--- config.mk ---
export PLATFORM = sky130hd
export DESIGN_NAME = irr_status_end_count
export DESIGN_NICKNAME = d
export VERILOG_FILES = /design/src/design/irr_pkg.sv /design/src/design/irr_status_end_count.sv
export SDC_FILE = /design/constraint.sdc
export NUM_CORES = 1
export LEC_CHECK = 0
export BUFFER_PORTS_ARGS = -buffer_cell sky130_fd_sc_hd__buf_2
export CAP_MARGIN = 10
export CORE_UTILIZATION = 40
export CTS_BUF_LIST = sky130_fd_sc_hd__clkbuf_4
export DETAILED_ROUTE_END_ITERATION = 10
export GPL_TIMING_DRIVEN = 1
export PLACE_DENSITY_LB_ADDON = 0.05
export SLEW_MARGIN = 15
export SYNTH_ARGS = -nofsm -noshare
export SYNTH_HDL_FRONTEND = slang
export SYNTH_SLANG_ARGS = --single-unit
--- constraint.sdc ---
create_clock -name i_mclk -period 2.6 [get_ports i_mclk]
set_input_delay 0.26 -clock i_mclk [delete_from_list [all_inputs] [get_ports i_mclk]]
set_output_delay 0.26 -clock i_mclk [all_outputs]
set_load 0.03 [all_outputs]
--- src/design/irr_pkg.sv ---
// constants, field layouts and carrier types of the remote receiver status
// Functional notes
// status bit 15 flags leader interrupt
// status bit 14 flags excess low width
// status bit 13 flags maximum bit cycle
// status bit 12 flags data falling edge
// status bit 7 shows leader seen
// 7-bit count: 0 leader, 1..72, 73+
// count loaded only when reception completes
// whole status refreshed on every interrupt; the code keeps the old count except on completion
// software writes to status are ignored
// keep receiving beyond 72 bits until completion
// end counts: 7-bit, 0 none, 1..72
// software never programs end counts above 72
// three independent end-count settings
// end counts act only with maximum cycle
// nonzero end counts gate completion on match
// no edge within limit completes reception
// falling edge interrupt on each data edge
// newer frame result overwrites older one
// flags show only the current interrupt cause
package irr_pkg;

    // ****************************************************************
    // register offsets (byte addresses)
    // ****************************************************************
    localparam logic [7:0] OFS_RX_STATUS  = 8'h00;
    localparam logic [7:0] OFS_END_A      = 8'h04;
    localparam logic [7:0] OFS_END_B      = 8'h08;
    localparam logic [7:0] OFS_END_C      = 8'h0c;
    localparam logic [7:0] OFS_CONTROL    = 8'h10;
    localparam logic [7:0] OFS_MAX_CYCLE  = 8'h14;
    localparam logic [7:0] OFS_IRQ_STATUS = 8'h18;
    localparam logic [7:0] OFS_IRQ_MASK   = 8'h1c;

    // ****************************************************************
    // field positions
    // ****************************************************************
    localparam int BIT_LEADER_IF   = 15;
    localparam int BIT_LOW_IF      = 14;
    localparam int BIT_MAX_IF      = 13;
    localparam int BIT_EDGE_IF     = 12;
    localparam int BIT_LEADER_SEEN = 7;
    localparam int CNT_W           = 7;
    localparam int CTL_ENABLE      = 0;
    localparam int CTL_LEADER_IEN  = 1;
    localparam int CTL_LOW_IEN     = 2;
    localparam int CTL_EDGE_IEN    = 3;
    localparam int EVT_W           = 4;

    // ****************************************************************
    // reset values and limits
    // ****************************************************************
    localparam logic [CNT_W-1:0] END_COUNT_RESET = 7'h00;
    localparam logic [CNT_W-1:0] COUNT_MAX_EXACT = 7'h48;
    localparam logic [CNT_W-1:0] COUNT_SAT       = 7'h7f;
    localparam logic [3:0]       CONTROL_RESET   = 4'h0;
    localparam logic [7:0]       MAX_CYCLE_RESET = 8'h00;
    localparam logic [3:0]       IRQ_MASK_RESET  = 4'h0;

    // ****************************************************************
    // timing: sampling clock derived from the system clock
    // ****************************************************************
    localparam int CLK_PERIOD_PS    = 4000;
    localparam int SAMPLE_PERIOD_PS = 30518000;
    localparam int SAMPLE_DIV       = SAMPLE_PERIOD_PS / CLK_PERIOD_PS;

    // ****************************************************************
    // carrier types
    // ****************************************************************
    typedef struct packed {
        logic             leader_irq_flag;
        logic             low_width_irq_flag;
        logic             max_cycle_irq_flag;
        logic             falling_edge_irq_flag;
        logic             leader_seen;
        logic [CNT_W-1:0] received_bit_count;
    } irr_status_s;

    typedef enum logic [1:0] {
        ST_IDLE,
        ST_RECEIVE
    } irr_state_e;

endpackage : irr_pkg

--- src/design/irr_status_end_count.sv ---
// remote receiver status, end-bit-count logic and wishbone register slave
`timescale 1ns/1ps
module irr_status_end_count
    import irr_pkg::*;
#(
    parameter int P_SAMPLE_DIV = SAMPLE_DIV
) (
    input  wire logic        i_mclk,
    input  wire logic        i_reset,
    // wishbone classic slave
    input  wire logic        i_wb_cyc,
    input  wire logic        i_wb_stb,
    input  wire logic        i_wb_we,
    input  wire logic [7:0]  i_wb_adr,
    input  wire logic [3:0]  i_wb_sel,
    input  wire logic [31:0] i_wb_dat,
    output logic      [31:0] o_wb_dat,
    output logic             o_wb_ack,
    // demodulated remote signal and front-end events
    input  wire logic        i_remote_in,
    input  wire logic        i_leader_detect,
    input  wire logic        i_low_width_detect,
    // frame results
    output logic             o_rx_complete,
    output logic             o_irq
);

    // ****************************************************************
    // declarations
    // ****************************************************************
    logic [15:0]      div_reg;
    logic             tick;
    logic             wb_req;
    logic             wb_wr;
    logic             ack_reg;
    logic [31:0]      rdata_reg;
    logic [31:0]      rdata_next;

    logic [CNT_W-1:0] end_a_reg;
    logic [CNT_W-1:0] end_b_reg;
    logic [CNT_W-1:0] end_c_reg;
    logic [3:0]       control_reg;
    logic [7:0]       max_cycle_reg;
    logic [3:0]       irq_status_reg;
    logic [3:0]       irq_mask_reg;
    irr_status_s      status_reg;
    irr_status_s      status_next;

    irr_state_e       state_reg;
    logic             sample_reg;
    logic [7:0]       cycle_reg;
    logic [CNT_W-1:0] count_reg;
    logic             leader_seen_reg;
    logic             complete_reg;

    logic             enabled;
    logic             fall;
    logic             ev_leader;
    logic             ev_edge;
    logic             ev_low;
    logic             max_hit;
    logic             end_ok;
    logic             ev_max;
    logic [CNT_W-1:0] count_now;
    logic [3:0]       ev_vec;
    logic             any_ev;
    logic             wr_end_a;
    logic             wr_end_b;
    logic             wr_end_c;
    logic             wr_control;
    logic             wr_max_cycle;
    logic             wr_irq_mask;
    logic             wr_irq_clear;

    // ****************************************************************
    // helpers
    // ****************************************************************
    // byte-lane write merge of a narrow field held in the low byte
    function automatic logic [CNT_W-1:0] merge_end(
        input logic [CNT_W-1:0] old_val,
        input logic [31:0]      wdat,
        input logic [3:0]       sel
    );
        merge_end = sel[0] ? wdat[CNT_W-1:0] : old_val;
    endfunction : merge_end

    // a zero setting never matches, so it means no specific count
    function automatic logic end_match(
        input logic [CNT_W-1:0] cnt,
        input logic [CNT_W-1:0] setting
    );
        end_match = (setting != END_COUNT_RESET) && (cnt == setting);
    endfunction : end_match

    // one register chosen by a bus write; byte lanes are checked apart
    function automatic logic wr_hit(
        input logic       wr,
        input logic [7:0] adr,
        input logic [7:0] ofs
    );
        wr_hit = wr && (adr == ofs);
    endfunction : wr_hit

    // ****************************************************************
    // sampling-clock divider
    // ****************************************************************
    // edge sampling and cycle counting move only on this enable; leader and low-width detects act on any clock
    always_ff @(posedge i_mclk) begin
        if (i_reset) begin
            div_reg <= 16'h0000;
        end else if (div_reg == 16'(P_SAMPLE_DIV - 1)) begin
            div_reg <= 16'h0000;
        end else begin
            div_reg <= div_reg + 16'h0001;
        end
    end

    assign tick = (div_reg == 16'(P_SAMPLE_DIV - 1));

    // ****************************************************************
    // event detection
    // ****************************************************************
    assign enabled   = control_reg[CTL_ENABLE];
    assign fall      = tick && sample_reg && !i_remote_in;
    assign max_hit   = tick && (max_cycle_reg != MAX_CYCLE_RESET)
                       && (cycle_reg + 8'h01 >= max_cycle_reg);

    // a falling edge ends a data bit; count saturates to keep 73+ code
    assign count_now = (count_reg == COUNT_SAT) ? count_reg
                       : count_reg + 7'h01;

    // leader restarts a frame even mid-reception
    assign ev_leader = enabled && i_leader_detect;
    assign ev_low    = enabled && !ev_leader && (state_reg == ST_RECEIVE)
                       && i_low_width_detect;
    assign ev_edge   = enabled && !ev_leader && !ev_low
                       && (state_reg == ST_RECEIVE) && fall;

    // end counts only qualify a maximum-cycle completion
    assign end_ok = ((end_a_reg == END_COUNT_RESET)
                     && (end_b_reg == END_COUNT_RESET)
                     && (end_c_reg == END_COUNT_RESET))
                    || end_match(count_reg, end_a_reg)
                    || end_match(count_reg, end_b_reg)
                    || end_match(count_reg, end_c_reg);
    assign ev_max = enabled && !ev_leader && !ev_low && !fall
                    && (state_reg == ST_RECEIVE) && max_hit;

    // ****************************************************************
    // reception sequencing
    // ****************************************************************
    always_ff @(posedge i_mclk) begin
        if (i_reset) begin
            sample_reg <= 1'b1;
        end else if (tick) begin
            sample_reg <= i_remote_in;
        end
    end

    always_ff @(posedge i_mclk) begin
        if (i_reset) begin
            state_reg       <= ST_IDLE;
            cycle_reg       <= 8'h00;
            count_reg       <= END_COUNT_RESET;
            leader_seen_reg <= 1'b0;
        end else if (!enabled) begin
            state_reg       <= ST_IDLE;
            cycle_reg       <= 8'h00;
            count_reg       <= END_COUNT_RESET;
            leader_seen_reg <= 1'b0;
        end else begin
            case (state_reg)
                ST_IDLE: begin
                    if (ev_leader) begin
                        state_reg       <= ST_RECEIVE;
                        cycle_reg       <= 8'h00;
                        count_reg       <= END_COUNT_RESET;
                        leader_seen_reg <= 1'b1;
                    end
                end
                ST_RECEIVE: begin
                    if (ev_leader) begin
                        cycle_reg       <= 8'h00;
                        count_reg       <= END_COUNT_RESET;
                        leader_seen_reg <= 1'b1;
                    end else if (ev_low) begin
                        state_reg       <= ST_IDLE;
                        leader_seen_reg <= 1'b0;
                    end else if (fall) begin
                        cycle_reg <= 8'h00;
                        count_reg <= count_now;
                    end else if (max_hit) begin
                        // maximum cycle ends the frame, completed if all end counts are zero or the length matches one, else dropped; wait for leader
                        state_reg       <= ST_IDLE;
                        leader_seen_reg <= 1'b0;
                    end else if (tick) begin
                        cycle_reg <= cycle_reg + 8'h01;
                    end
                end
                default: begin
                    state_reg <= ST_IDLE;
                end
            endcase
        end
    end

    // ****************************************************************
    // receive status refresh
    // ****************************************************************
    always_comb begin
        ev_vec    = 4'h0;
        ev_vec[3] = ev_leader && control_reg[CTL_LEADER_IEN];
        ev_vec[2] = ev_low;
        ev_vec[1] = ev_max && end_ok;
        ev_vec[0] = ev_edge && control_reg[CTL_EDGE_IEN];
        any_ev    = |ev_vec;
    end

    always_comb begin
        status_next                       = status_reg;
        status_next.leader_irq_flag       = ev_vec[3];
        status_next.low_width_irq_flag    = ev_vec[2];
        status_next.max_cycle_irq_flag    = ev_vec[1];
        status_next.falling_edge_irq_flag = ev_vec[0];
        status_next.leader_seen           = ev_leader
                                            || leader_seen_reg;
        if (ev_vec[2] || ev_vec[1]) begin
            status_next.received_bit_count = count_reg;
        end
    end

    // refreshed only when an interrupt is raised; bus writes never land
    always_ff @(posedge i_mclk) begin
        if (i_reset) begin
            status_reg <= '0;
        end else if (any_ev) begin
            status_reg <= status_next;
        end
    end

    always_ff @(posedge i_mclk) begin
        if (i_reset) begin
            complete_reg <= 1'b0;
        end else begin
            complete_reg <= ev_low || (ev_max && end_ok);
        end
    end

    assign o_rx_complete = complete_reg;

    // ****************************************************************
    // interrupt status, mask and output
    // ****************************************************************
    // a new event in the clearing cycle survives the clear
    always_ff @(posedge i_mclk) begin
        if (i_reset) begin
            irq_status_reg <= 4'h0;
        end else if (wr_irq_clear) begin
            irq_status_reg <= (irq_status_reg & ~i_wb_dat[15:12]) | ev_vec;
        end else begin
            irq_status_reg <= irq_status_reg | ev_vec;
        end
    end

    assign o_irq = |(irq_status_reg & irq_mask_reg);

    // ****************************************************************
    // wishbone slave
    // ****************************************************************
    // one wait state: ack rises the cycle after the request, then drops
    assign wb_req = i_wb_cyc && i_wb_stb && !ack_reg;
    assign wb_wr  = wb_req && i_wb_we;

    // writes to the status register or unmapped offsets hit nothing
    assign wr_end_a     = wr_hit(wb_wr, i_wb_adr, OFS_END_A);
    assign wr_end_b     = wr_hit(wb_wr, i_wb_adr, OFS_END_B);
    assign wr_end_c     = wr_hit(wb_wr, i_wb_adr, OFS_END_C);
    assign wr_control   = wr_hit(wb_wr, i_wb_adr, OFS_CONTROL)
                          && i_wb_sel[0];
    assign wr_max_cycle = wr_hit(wb_wr, i_wb_adr, OFS_MAX_CYCLE)
                          && i_wb_sel[0];
    assign wr_irq_mask  = wr_hit(wb_wr, i_wb_adr, OFS_IRQ_MASK)
                          && i_wb_sel[1];
    assign wr_irq_clear = wr_hit(wb_wr, i_wb_adr, OFS_IRQ_STATUS)
                          && i_wb_sel[1];

    always_ff @(posedge i_mclk) begin
        if (i_reset) begin
            ack_reg <= 1'b0;
        end else begin
            ack_reg <= wb_req;
        end
    end

    // each end count is its own register; the three never interact
    always_ff @(posedge i_mclk) begin
        if (i_reset) begin
            end_a_reg <= END_COUNT_RESET;
        end else if (wr_end_a) begin
            end_a_reg <= merge_end(end_a_reg, i_wb_dat, i_wb_sel);
        end
    end

    always_ff @(posedge i_mclk) begin
        if (i_reset) begin
            end_b_reg <= END_COUNT_RESET;
        end else if (wr_end_b) begin
            end_b_reg <= merge_end(end_b_reg, i_wb_dat, i_wb_sel);
        end
    end

    always_ff @(posedge i_mclk) begin
        if (i_reset) begin
            end_c_reg <= END_COUNT_RESET;
        end else if (wr_end_c) begin
            end_c_reg <= merge_end(end_c_reg, i_wb_dat, i_wb_sel);
        end
    end

    // clearing enable drops a frame in progress; settings are kept
    always_ff @(posedge i_mclk) begin
        if (i_reset) begin
            control_reg <= CONTROL_RESET;
        end else if (wr_control) begin
            control_reg <= i_wb_dat[3:0];
        end
    end

    always_ff @(posedge i_mclk) begin
        if (i_reset) begin
            max_cycle_reg <= MAX_CYCLE_RESET;
        end else if (wr_max_cycle) begin
            max_cycle_reg <= i_wb_dat[7:0];
        end
    end

    always_ff @(posedge i_mclk) begin
        if (i_reset) begin
            irq_mask_reg <= IRQ_MASK_RESET;
        end else if (wr_irq_mask) begin
            irq_mask_reg <= i_wb_dat[15:12];
        end
    end

    // reserved bits and unmapped offsets read as zero
    always_comb begin
        rdata_next = 32'h0000_0000;
        case (i_wb_adr)
            OFS_RX_STATUS:  rdata_next[15:0] = {status_reg[11:8], 4'h0,
                                                status_reg[7:0]};
            OFS_END_A:      rdata_next[CNT_W-1:0] = end_a_reg;
            OFS_END_B:      rdata_next[CNT_W-1:0] = end_b_reg;
            OFS_END_C:      rdata_next[CNT_W-1:0] = end_c_reg;
            OFS_CONTROL:    rdata_next[3:0] = control_reg;
            OFS_MAX_CYCLE:  rdata_next[7:0] = max_cycle_reg;
            OFS_IRQ_STATUS: rdata_next[15:12] = irq_status_reg;
            OFS_IRQ_MASK:   rdata_next[15:12] = irq_mask_reg;
            default:        rdata_next = 32'h0000_0000;
        endcase
    end

    always_ff @(posedge i_mclk) begin
        if (i_reset) begin
            rdata_reg <= 32'h0000_0000;
        end else if (wb_req && !i_wb_we) begin
            rdata_reg <= rdata_next;
        end
    end

    assign o_wb_dat = rdata_reg;
    assign o_wb_ack = ack_reg;

endmodule : irr_status_end_count

==> impl_metrics.csv, run 1 <==
group,metric,value,unit
setup_path,critPathLaunch,"cycle_reg[1]",
synthesis,synth_warnings,0,
routing,drc_errors,0,
power,power_switching_share,0.275,
synthesis,synth_edf_count,0,
synthesis,netlist_area,5280,um^2
power,reported_net_switching_power,682,uW
power,power.share.combinational,0.078,
synthesis,syn-mean-instance-area,8.83,um^2
grt,global_route.usage.total,0.212,
worst_hold_path,min_path_type,"input port to flop",
clocking,cts_buffers,9,
setup_path,critPathRequiredTime,3.01,ns
timing,count_of_final_hold_check_violations,0,
job,maxcap_viol_count,0,
synthesis,yosysSeqAreaShare,0.383,
power,p_clk_frac,0.290,
power,p_leak,0.00245,uW
timing,tightest_slew,0.769,ns
routing,ant_nets,0,
synthesis,yosys_register_bits,101,
power,internal-power,1800,uW
synthesis,yosys.cell_types.count,58,
layout,largest_register_ffs,16,
layout,nets,726,
timing,clock.fmax,375,MHz
floorplan,number_of_ports_placed_on_the_die_boundary,87,
power,powerDensity,407,nW/um^2
synthesis,synth_largest_area_cell,"dfxtp_1",
setup_path,r2r_cells,14,
floorplan,dieArea,13700,um^2
timing,slew_violations,0,
setup_path,critPathLaunchType,"flop",
worst_hold_path,worstHoldStart,"i_wb_dat[4]",
layout,final_layout_size_suffix_gt1_frac,0.207,
setup_path,critical_path_end_type,"flop",
floorplan,core,12800,um^2
synthesis,yosys-top-cells-area,"dfxtp_1 38%, mux2i_1 8.3%, xor2_1 5.6%, nor2_1 5.3%, buf_4 2.8%",
timing,finClkSkew,0.0147,ns
routing,detailroute.via_count,4380,
synthesis,yosysTopAreaCellShare,0.383,
layout,area_added_between_synthesis_and_finish,15.2,%
power,max-vdd-ir-drop,311,uV
floorplan,die_width,117,um
synthesis,yosys-top-cells-count,"101 x dfxtp_1, 75 x nor2_1, 44 x mux2i_1",
clocking,cts.path.max_buffers,2,
timing,final.setup.worst_slack,-0.0648,ns
timing,setup-tns-final,-0.297,ns
synthesis,main_synth_ff_type,"dfxtp_1",
clocking,cts-htree-levels,3,
place,post-place-ws,-0.186,ns
setup_path,setup.worst_path.class,"flop to flop",
worst_hold_path,min_delay_path_depth,3,
clocking,tritoncts,"yes",
grt,antenna_violations_before_repair,0,
run_status,violations,"negative setup slack",
clocking,ctsRootBufferMaster,"clkbuf_4",
routing,vias_per_cell,5.22,
routing,drt-wirelength-per-cell,16.2,um
place,place_congestion,0.815,
setup_path,crit_arrival,3.08,ns
routing,initialDrtViolationCount,284,
timing,grt_setup_unrepaired,"yes",
place,post-dp-hpwl,10.0,mm
grt,maximum_number_of_pins_on_one_net_before_global_route_repair,77,
setup_path,worst_reg2reg_path_startpoint,"cycle_reg[1]",
synthesis,asyncSetResetFlopFracSynth,0,
power,sequentialPowerShare,0.632,
grt,grt_pass1_vias,4158,
timing,period_needed,2.66,ns
timing,max_slew_margin,0.487,
routing,wl,13.6,mm
floorplan,start_util,0.414,
routing,drt_pre_antenna_iters,4,
setup_path,path_max_fanout,8,
synthesis,synth_cells,598,
layout,diodes,0,
run_status,outcome,"finished with violations",
grt,grt.overflow.total,0,
place,count_of_input_and_output_buffers,44,
clocking,cts_num_sinks,101,
grt,wire_length_of_the_first_global_routing_pass,21.6,mm
floorplan,height_of_the_die,117,um
floorplan,rows,41,
timing,min_period_over_period,1.02,
timing,finalSetupViolations,15,
synthesis,post-synth-top-count-cell,"dfxtp_1",
clocking,clk_pin_slew_worst_paths,0.15,ns
clocking,insertion_delay,0.48,ns
area by class of cell:
type | count | area, um^2
inverters | 14 | 52.6
fillers | 1267 | 6690
clock buffers | 9 | 67.6
repair buffers | 86 | 571
flip-flops and latches | 101 | 2030
well taps | 172 | 215
multi-input cells | 450 | 3120
clock inverters | 7 | 32.5
metal layers:
layer | share of wire | global-route usage | vias to the layer above
met5 | 0 | 0 | -
met4 | 0.0064 | 0.0515 | 0
met3 | 0.034 | 0.0541 | 8
met2 | 0.48 | 0.357 | 80
met1 | 0.47 | 0.271 | 2078
li1 | - | - | 2214
path summary, 6_finish.rpt:
path                                         end  slack, ns
worst min register to register      o_wb_dat[15]       0.46
worst max register to register      cycle_reg[6]      -0.06
worst min-delay path            max_cycle_reg[4]        0.1
worst max-delay path                cycle_reg[6]      -0.06
critical path, stage by stage, from the launching register on:
cell and delay, ns:
dfxtp_2 0.39, ha_4 0.14, and3_4 0.18, nand3_2 0.09, xnor2_2 0.15, ha_1 0.30
a21o_1 0.18, a21oi_2 0.18, o211ai_1 0.14, buf_4 0.17, nand2_2 0.05, nand3_2 0.07
a21boi_2 0.20, buf_12 0.15, mux2i_1 0.19
timing repair:
action,in CTS,in global routing
hold endpoints to repair,4,3
hold buffers,4,2
cloned,0,0
gates resized for setup,25,3
setup endpoints to repair,23,23
pin swaps,26,8
buffers inserted,5,0
metrics by stage:
| stage | instance area (um^2) | hold WS (ns) | instances | utilization | power [uW] |
|---|---|---|---|---|---|
| 6_report | 6080 | 0.0960 | 839 | 0.476 | 2480 |
| 5_1_grt | 6080 | 0.0484 | 839 | 0.476 | 2610 |
| 4_1_cts | 6050 | 0.00656 | 837 | 0.474 | 2510 |
| 3_5_place_dp | 5790 | 0.445 | 812 | 0.453 | 1790 |
| 3_3_place_gp | 5790 | 0.435 | 812 | 0.453 | 1780 |
| 2_1_floorplan | 5390 | 0.378 | 617 | - | 1750 |
power groups by stage:
stage / Combinational (uW) / Sequential, uW / Clock [uW]
floorplan: 137 / 1610 / 0
global placement: 186 / 1600 / 0
detailed placement: 187 / 1600 / 0
CTS: 192 / 1570 / 747
global route: 212 / 1570 / 834
finish: 194 / 1570 / 718
cell families (layout without fill, tap and decap cells):
kind of cell,after synthesis,in the layout,synth area share
AND/OR/NAND/NOR,246,246,0.249
flip-flops,101,101,0.383
AO/OA/AOI/OAI,80,80,0.105
buffers and inverters,66,116,0.0625
multiplexers,49,49,0.100
XOR/XNOR,43,43,0.0713
adder cells (fa/ha/maj),12,12,0.0284
other,1,20,0.000710
cells in the final DEF, fill, tap and decap left out, types with 7 or more instances in the layout:
master / n
nand4b_1: 8
xnor2_1: 7
nand4_1: 11
nor2_1: 75
inv_1: 14
nor4_1: 11
o21ai_0: 7
ha_1: 11
dfxtp_1: 98
nand3_2: 7
xor2_1: 34
o21ai_1: 7
nand2b_1: 22
a21oi_1: 19
buf_2: 44
nand3_1: 19
buf_4: 33
nor3_1: 13
conb_1: 20
clkbuf_4: 9
nand2_1: 38
a311oi_1: 7
mux2i_1: 44
Note: power is estimated with default switching activity, not from simulation.
==> run 2, diff against run 1 <==
CORE_ASPECT_RATIO = 0.9   (was not set)
==> run 2 against run 1 <==
Effect of this change: the flow still finishes with violations (negative setup slack); highest routed layer unchanged; combinational power hardly changed; clock-buffer cell count stayed put; worst hold slack worse by 0.041 ns; clock skew is 0.0033 ns higher; first-iteration DRC count is 7.0% lower; clock power is 4.9% higher; sequential share of layout area is 0.55 points lower; fmax hardly changed; total power is 1.3% higher; critical path depth stayed put; non-clock buffer count is 6 higher.
==> impl_metrics.csv, run 2 (synthesized netlist as in run 1, its figures left out) <==
group,metric,value,unit
place,placed_inst_area,5770,um^2
layout,final_layout_size_suffix_gt1_frac,0.230,
setup_path,crit_arrival,3.08,ns
clocking,cts_buffers,9,
setup_path,critPathLaunchType,"flop",
power,sum_of_internal_switching_and_leakage_power,2510,uW
layout,largest_register_ffs,16,
timing,min_period_over_period,1.02,
routing,drc_errors,0,
grt,grt_pass1_vias,4275,
clocking,cts_num_sinks,101,
setup_path,critPathLaunch,"cycle_reg[1]",
setup_path,critPathRequiredTime,3.02,ns
layout,most-common-layout-cells,"98 x dfxtp_1, 74 x nor2_1, 44 x mux2i_1, 44 x buf_2, 39 x buf_4",
floorplan,core,12800,um^2
layout,layout.cells.most_common,"dfxtp_1",
layout,nets,732,
place,dp.cells,803,
setup_path,path_max_fanout,8,
clocking,tritoncts,"yes",
setup_path,setup.worst_path.class,"flop to flop",
job,maxcap_viol_count,0,
routing,vias_per_cell,5.33,
timing,max_slew_margin,0.492,
power,max-vdd-ir-drop,326,uV
run_status,outcome,"finished with violations",
place,place_congestion,0.822,
routing,initialDrtViolationCount,264,
grt,grt.overflow.total,0,
timing,grt_setup_unrepaired,"yes",
setup_path,worst_reg2reg_path_startpoint,"cycle_reg[1]",
layout,area_added_between_synthesis_and_finish,17.1,%
clocking,ctsRootBufferMaster,"clkbuf_4",
floorplan,dieArea,13700,um^2
power,powerDensity,406,nW/um^2
setup_path,critical_path_end_type,"flop",
worst_hold_path,worstHoldStart,"i_wb_dat[7]",
power,p_leak,0.00248,uW
timing,slew_violations,0,
timing,clock.fmax,375,MHz
timing,count_of_final_hold_check_violations,0,
setup_path,r2r_cells,14,
clocking,cts-htree-levels,3,
timing,tightest_slew,0.762,ns
clocking,clk_pin_slew_worst_paths,0.15,ns
layout,num-fill-cells,1228,
run_status,violations,"negative setup slack",
timing,finClkSkew,0.0180,ns
floorplan,height_of_the_die,111,um
floorplan,die_width,123,um
place,post-place-ws,-0.237,ns
clocking,insertion_delay,0.48,ns
worst_hold_path,min_delay_path_depth,3,
layout,post_layout_nonfiller_instances,837,
timing,finalSetupViolations,11,
grt,maximum_number_of_pins_on_one_net_before_global_route_repair,75,
routing,ant_nets,0,
floorplan,number_of_ports_placed_on_the_die_boundary,87,
place,count_of_input_and_output_buffers,44,
floorplan,rows,39,
grt,wire_length_of_the_first_global_routing_pass,22.2,mm
clocking,cts.path.max_buffers,2,
worst_hold_path,min_path_type,"input port to flop",
routing,drt-wirelength-per-cell,16.3,um
timing,final.setup.worst_slack,-0.0633,ns
timing,period_needed,2.66,ns
layout,fin_util,0.484,
floorplan,start_util,0.413,
grt,global_route.usage.total,0.210,
layout,fin_area,6190,um^2
routing,wl,13.7,mm
grt,antenna_violations_before_repair,0,
routing,drt_pre_antenna_iters,4,
layout,diodes,0,
routing,detailroute.via_count,4465,
place,post-dp-hpwl,9.96,mm
[run 2: cell count changes in the layout (fill, tap and decap cells not counted), sizes merged]
| cell | change |
|---|---|
| clkinv | -4 |
| buf | +6 |
| inv | +1 |
| clkinvlp | +3 |
[run 2: path summary, 6_finish.rpt]
| check | end | slack (ns) |
|---|---|---|
| worst max register to register | cycle_reg[6] | -0.06 |
| worst min register to register | o_wb_dat[13] | 0.47 |
| worst max-delay path | cycle_reg[6] | -0.06 |
| worst min-delay path | max_cycle_reg[7] | 0.06 |
[run 2: per-stage QoR]
step                      hold WS, ns  TNS [ns]
after floorplan                 0.378         0
after global placement          0.440     -1.77
after detailed placement        0.448     -2.84
after CTS                     0.00620    -0.324
after global routing           0.0358     -2.48
final                          0.0552    -0.327
[run 2: metal layers]
metal	global-route usage	wire, um	vias to the layer above
met5	0	0	-
met4	0.0522	203	0
met3	0.0489	598	16
met2	0.327	6210	90
met1	0.289	6670	2138
li1	-	-	2221
[run 2: critical path, cell delays in order (launching register included)]
cell and delay (ns):
dfxtp_2 0.39, ha_4 0.14, and3_4 0.20, nand3_4 0.08, xnor2_2 0.16, ha_1 0.31, a21o_1 0.17, a21oi_2 0.17
o211ai_1 0.15, buf_4 0.18, nand2_2 0.05, nand3_2 0.07, a21boi_2 0.20, buf_12 0.15, mux2i_1 0.17
[run 2: repair_timing]
action | 4_1_cts | 5_1_grt
gates resized for setup | 13 | 25
setup endpoints to repair | 22 | 23
hold buffers | 6 | 0
pin swaps | 16 | 12
buffers inserted | 11 | 1
hold endpoints to repair | 5 | 0
[run 2: area by class of cell]
cell class | instances | area [um^2] | area share
sequential | 101 | 2030 | 0.328
tap | 164 | 205 | 0.0332
timing repair buffer | 92 | 616 | 0.0995
clock buffer | 9 | 67.6 | 0.0109
inverter | 14 | 52.6 | 0.00850
multi-input combinational | 450 | 3170 | 0.512
clock inverter | 7 | 51.3 | 0.00829
[run 2: report_power, final]
part           switching (uW)  internal [uW]  total, uW
Combinational             137           55.9        193
Clock                     556            197        753
Sequential               7.16           1560       1570
Total                     700           1810       2510
==> run 3, diff against run 2 <==
CORE_UTILIZATION = 50   (was 40)
==> run 3 against run 2 <==
Effect of this change: first-iteration DRC count down 26%; sequential power about the same; worst hold slack lost 0.0061 ns; final area down 2.3%; clock power hardly changed; combinational power is 5% lower; via count grew 0.72%; sequential cell count did not move; the flow still finishes with violations (negative setup slack); fmax up 2.2%; largest cell class unchanged.
==> impl_metrics.csv, run 3 (synthesized netlist as in run 1, its figures left out) <==
group,metric,value,unit
run_status,outcome,"finished with violations",
run_status,violations,"negative setup slack",
setup_path,crit_arrival,2.97,ns
timing,finalSetupViolations,1,
worst_hold_path,min_delay_path_depth,3,
timing,count_of_final_hold_check_violations,0,
setup_path,critPathLaunchType,"flop",
clocking,cts_buffers,9,
setup_path,setup.worst_path.class,"flop to flop",
floorplan,rows,35,
place,placed_inst_area,5720,um^2
grt,antenna_violations_before_repair,0,
routing,drc_errors,0,
worst_hold_path,min_path_type,"input port to flop",
timing,finClkSkew,0.0275,ns
job,maxcap_viol_count,0,
layout,fin_area,6040,um^2
power,reported_net_switching_power,681,uW
power,powerDensity,414,nW/um^2
routing,drt_pre_antenna_iters,5,
floorplan,die_width,110,um
floorplan,dieArea,11000,um^2
setup_path,r2r_cells,13,
setup_path,critPathRequiredTime,2.96,ns
clocking,cts-htree-levels,3,
clocking,ctsRootBufferMaster,"clkbuf_4",
layout,most-common-layout-cells,"98 x dfxtp_1, 74 x nor2_1, 44 x mux2i_1, 44 x buf_2, 39 x nand2_1",
place,post-dp-hpwl,9.45,mm
power,power_switching_share,0.272,
power,p_leak,0.00243,uW
place,place_congestion,0.813,
routing,wl,12.8,mm
grt,global_route.usage.total,0.247,
clocking,clk_pin_slew_worst_paths,0.16,ns
layout,layout.cells.most_common,"dfxtp_1",
clocking,tritoncts,"yes",
floorplan,start_util,0.516,
power,power.share.combinational,0.073,
timing,final.setup.worst_slack,-0.00723,ns
grt,maximum_number_of_pins_on_one_net_before_global_route_repair,77,
floorplan,number_of_ports_placed_on_the_die_boundary,87,
power,sequentialPowerShare,0.625,
floorplan,core,10200,um^2
timing,grt_setup_unrepaired,"yes",
power,sum_of_internal_switching_and_leakage_power,2500,uW
layout,nets,717,
setup_path,critical_path_end_type,"flop",
place,count_of_input_and_output_buffers,44,
clocking,cts.path.max_buffers,2,
layout,area_added_between_synthesis_and_finish,14.4,%
grt,grt.overflow.total,0,
layout,final_layout_size_suffix_gt1_frac,0.226,
routing,detailroute.via_count,4497,
timing,min_period_over_period,1.00,
timing,max_slew_margin,0.492,
routing,vias_per_cell,5.71,
grt,wire_length_of_the_first_global_routing_pass,20.8,mm
timing,tightest_slew,0.754,ns
routing,drt-wirelength-per-cell,16.3,um
timing,slew_violations,0,
timing,period_needed,2.61,ns
power,p_clk_frac,0.301,
setup_path,path_max_fanout,5,
grt,grt_pass1_vias,4225,
layout,diodes,0,
floorplan,height_of_the_die,99.5,um
timing,clock.fmax,384,MHz
routing,ant_nets,0,
clocking,cts_num_sinks,101,
routing,initialDrtViolationCount,196,
layout,largest_register_ffs,16,
clocking,insertion_delay,0.47,ns
power,max-vdd-ir-drop,308,uV
power,internal-power,1820,uW
## run 3: cell types whose count changed in the layout (fill, tap and decap cells not counted), moves of 2 or more
cell and delta:
a311oi_1 -2, buf_4 -9, a311oi_2 +2, clkinvlp_4 -2
dlygate4sd3_1 -6
## run 3: repair_timing
action,in CTS,in global routing
setup endpoints to repair,22,23
pin swaps,27,16
buffers inserted,3,3
gates resized for setup,22,21
hold buffers,0,0
hold endpoints to repair,0,0
## run 3: path summary, 6_finish.rpt
| path | start | endpoint | slack (ns) |
|---|---|---|---|
| setup reg to reg | cycle_reg[0] | cycle_reg[2] | -0.007 |
| setup / recovery | cycle_reg[0] | cycle_reg[2] | -0.007 |
| hold / removal | i_wb_dat[14] | irq_mask_reg[2] | 0.05 |
| hold reg to reg | o_wb_dat[14] | o_wb_dat[14] | 0.47 |
## run 3: worst max-delay path, stage by stage (launching register included)
cell and delay, ns:
dfxtp_4 0.39, ha_4 0.13, and3_4 0.19, nand3_4 0.08, xnor2_2 0.14, ha_1 0.30
a21o_1 0.17, a21oi_2 0.18, a221oi_2 0.10, buf_4 0.18, a211oi_2 0.20, buf_4 0.19
a21oi_1 0.09, a311oi_2 0.18
## run 3: area by class of cell
cell class                      count  area (um^2)
Fill cell                         952         4200
Multi-Input combinational cell    450         3190
Sequential cell                   101         2030
Timing Repair Buffer               77          488
Tap cell                          129          161
Clock buffer                       10         75.1
Inverter                           14         52.6
Clock inverter                      6         46.3
## run 3: through the flow
step	setup WS (ns)	cells	utilization	setup TNS (ns)	hold WS (ns)
floorplan	0.00125	617	-	0	0.378
global placement	-0.127	766	0.558	-1.25	0.441
detailed placement	-0.172	766	0.558	-1.73	0.447
CTS	-0.00193	785	0.579	-0.00218	0.0247
global route	-0.123	787	0.590	-1.97	0.0324
finish	-0.00723	787	0.590	-0.00723	0.0491
## run 3: power by group through the flow
stage                     combinational (uW)  clock [uW]  sequential (uW)
after floorplan                          137           0             1610
after global placement                   181           0             1600
after detailed placement                 183           0             1600
after CTS                                183         784             1570
after global routing                     202         840             1570
final                                    184         754             1560
## run 3: metal layers
layer	track usage	up-vias	share of wire
met2	0.399	130	0.47
met5	0	-	0
met1	0.328	2153	0.46
li1	-	2197	-
met3	0.0511	17	0.050
met4	0.0779	0	0.019
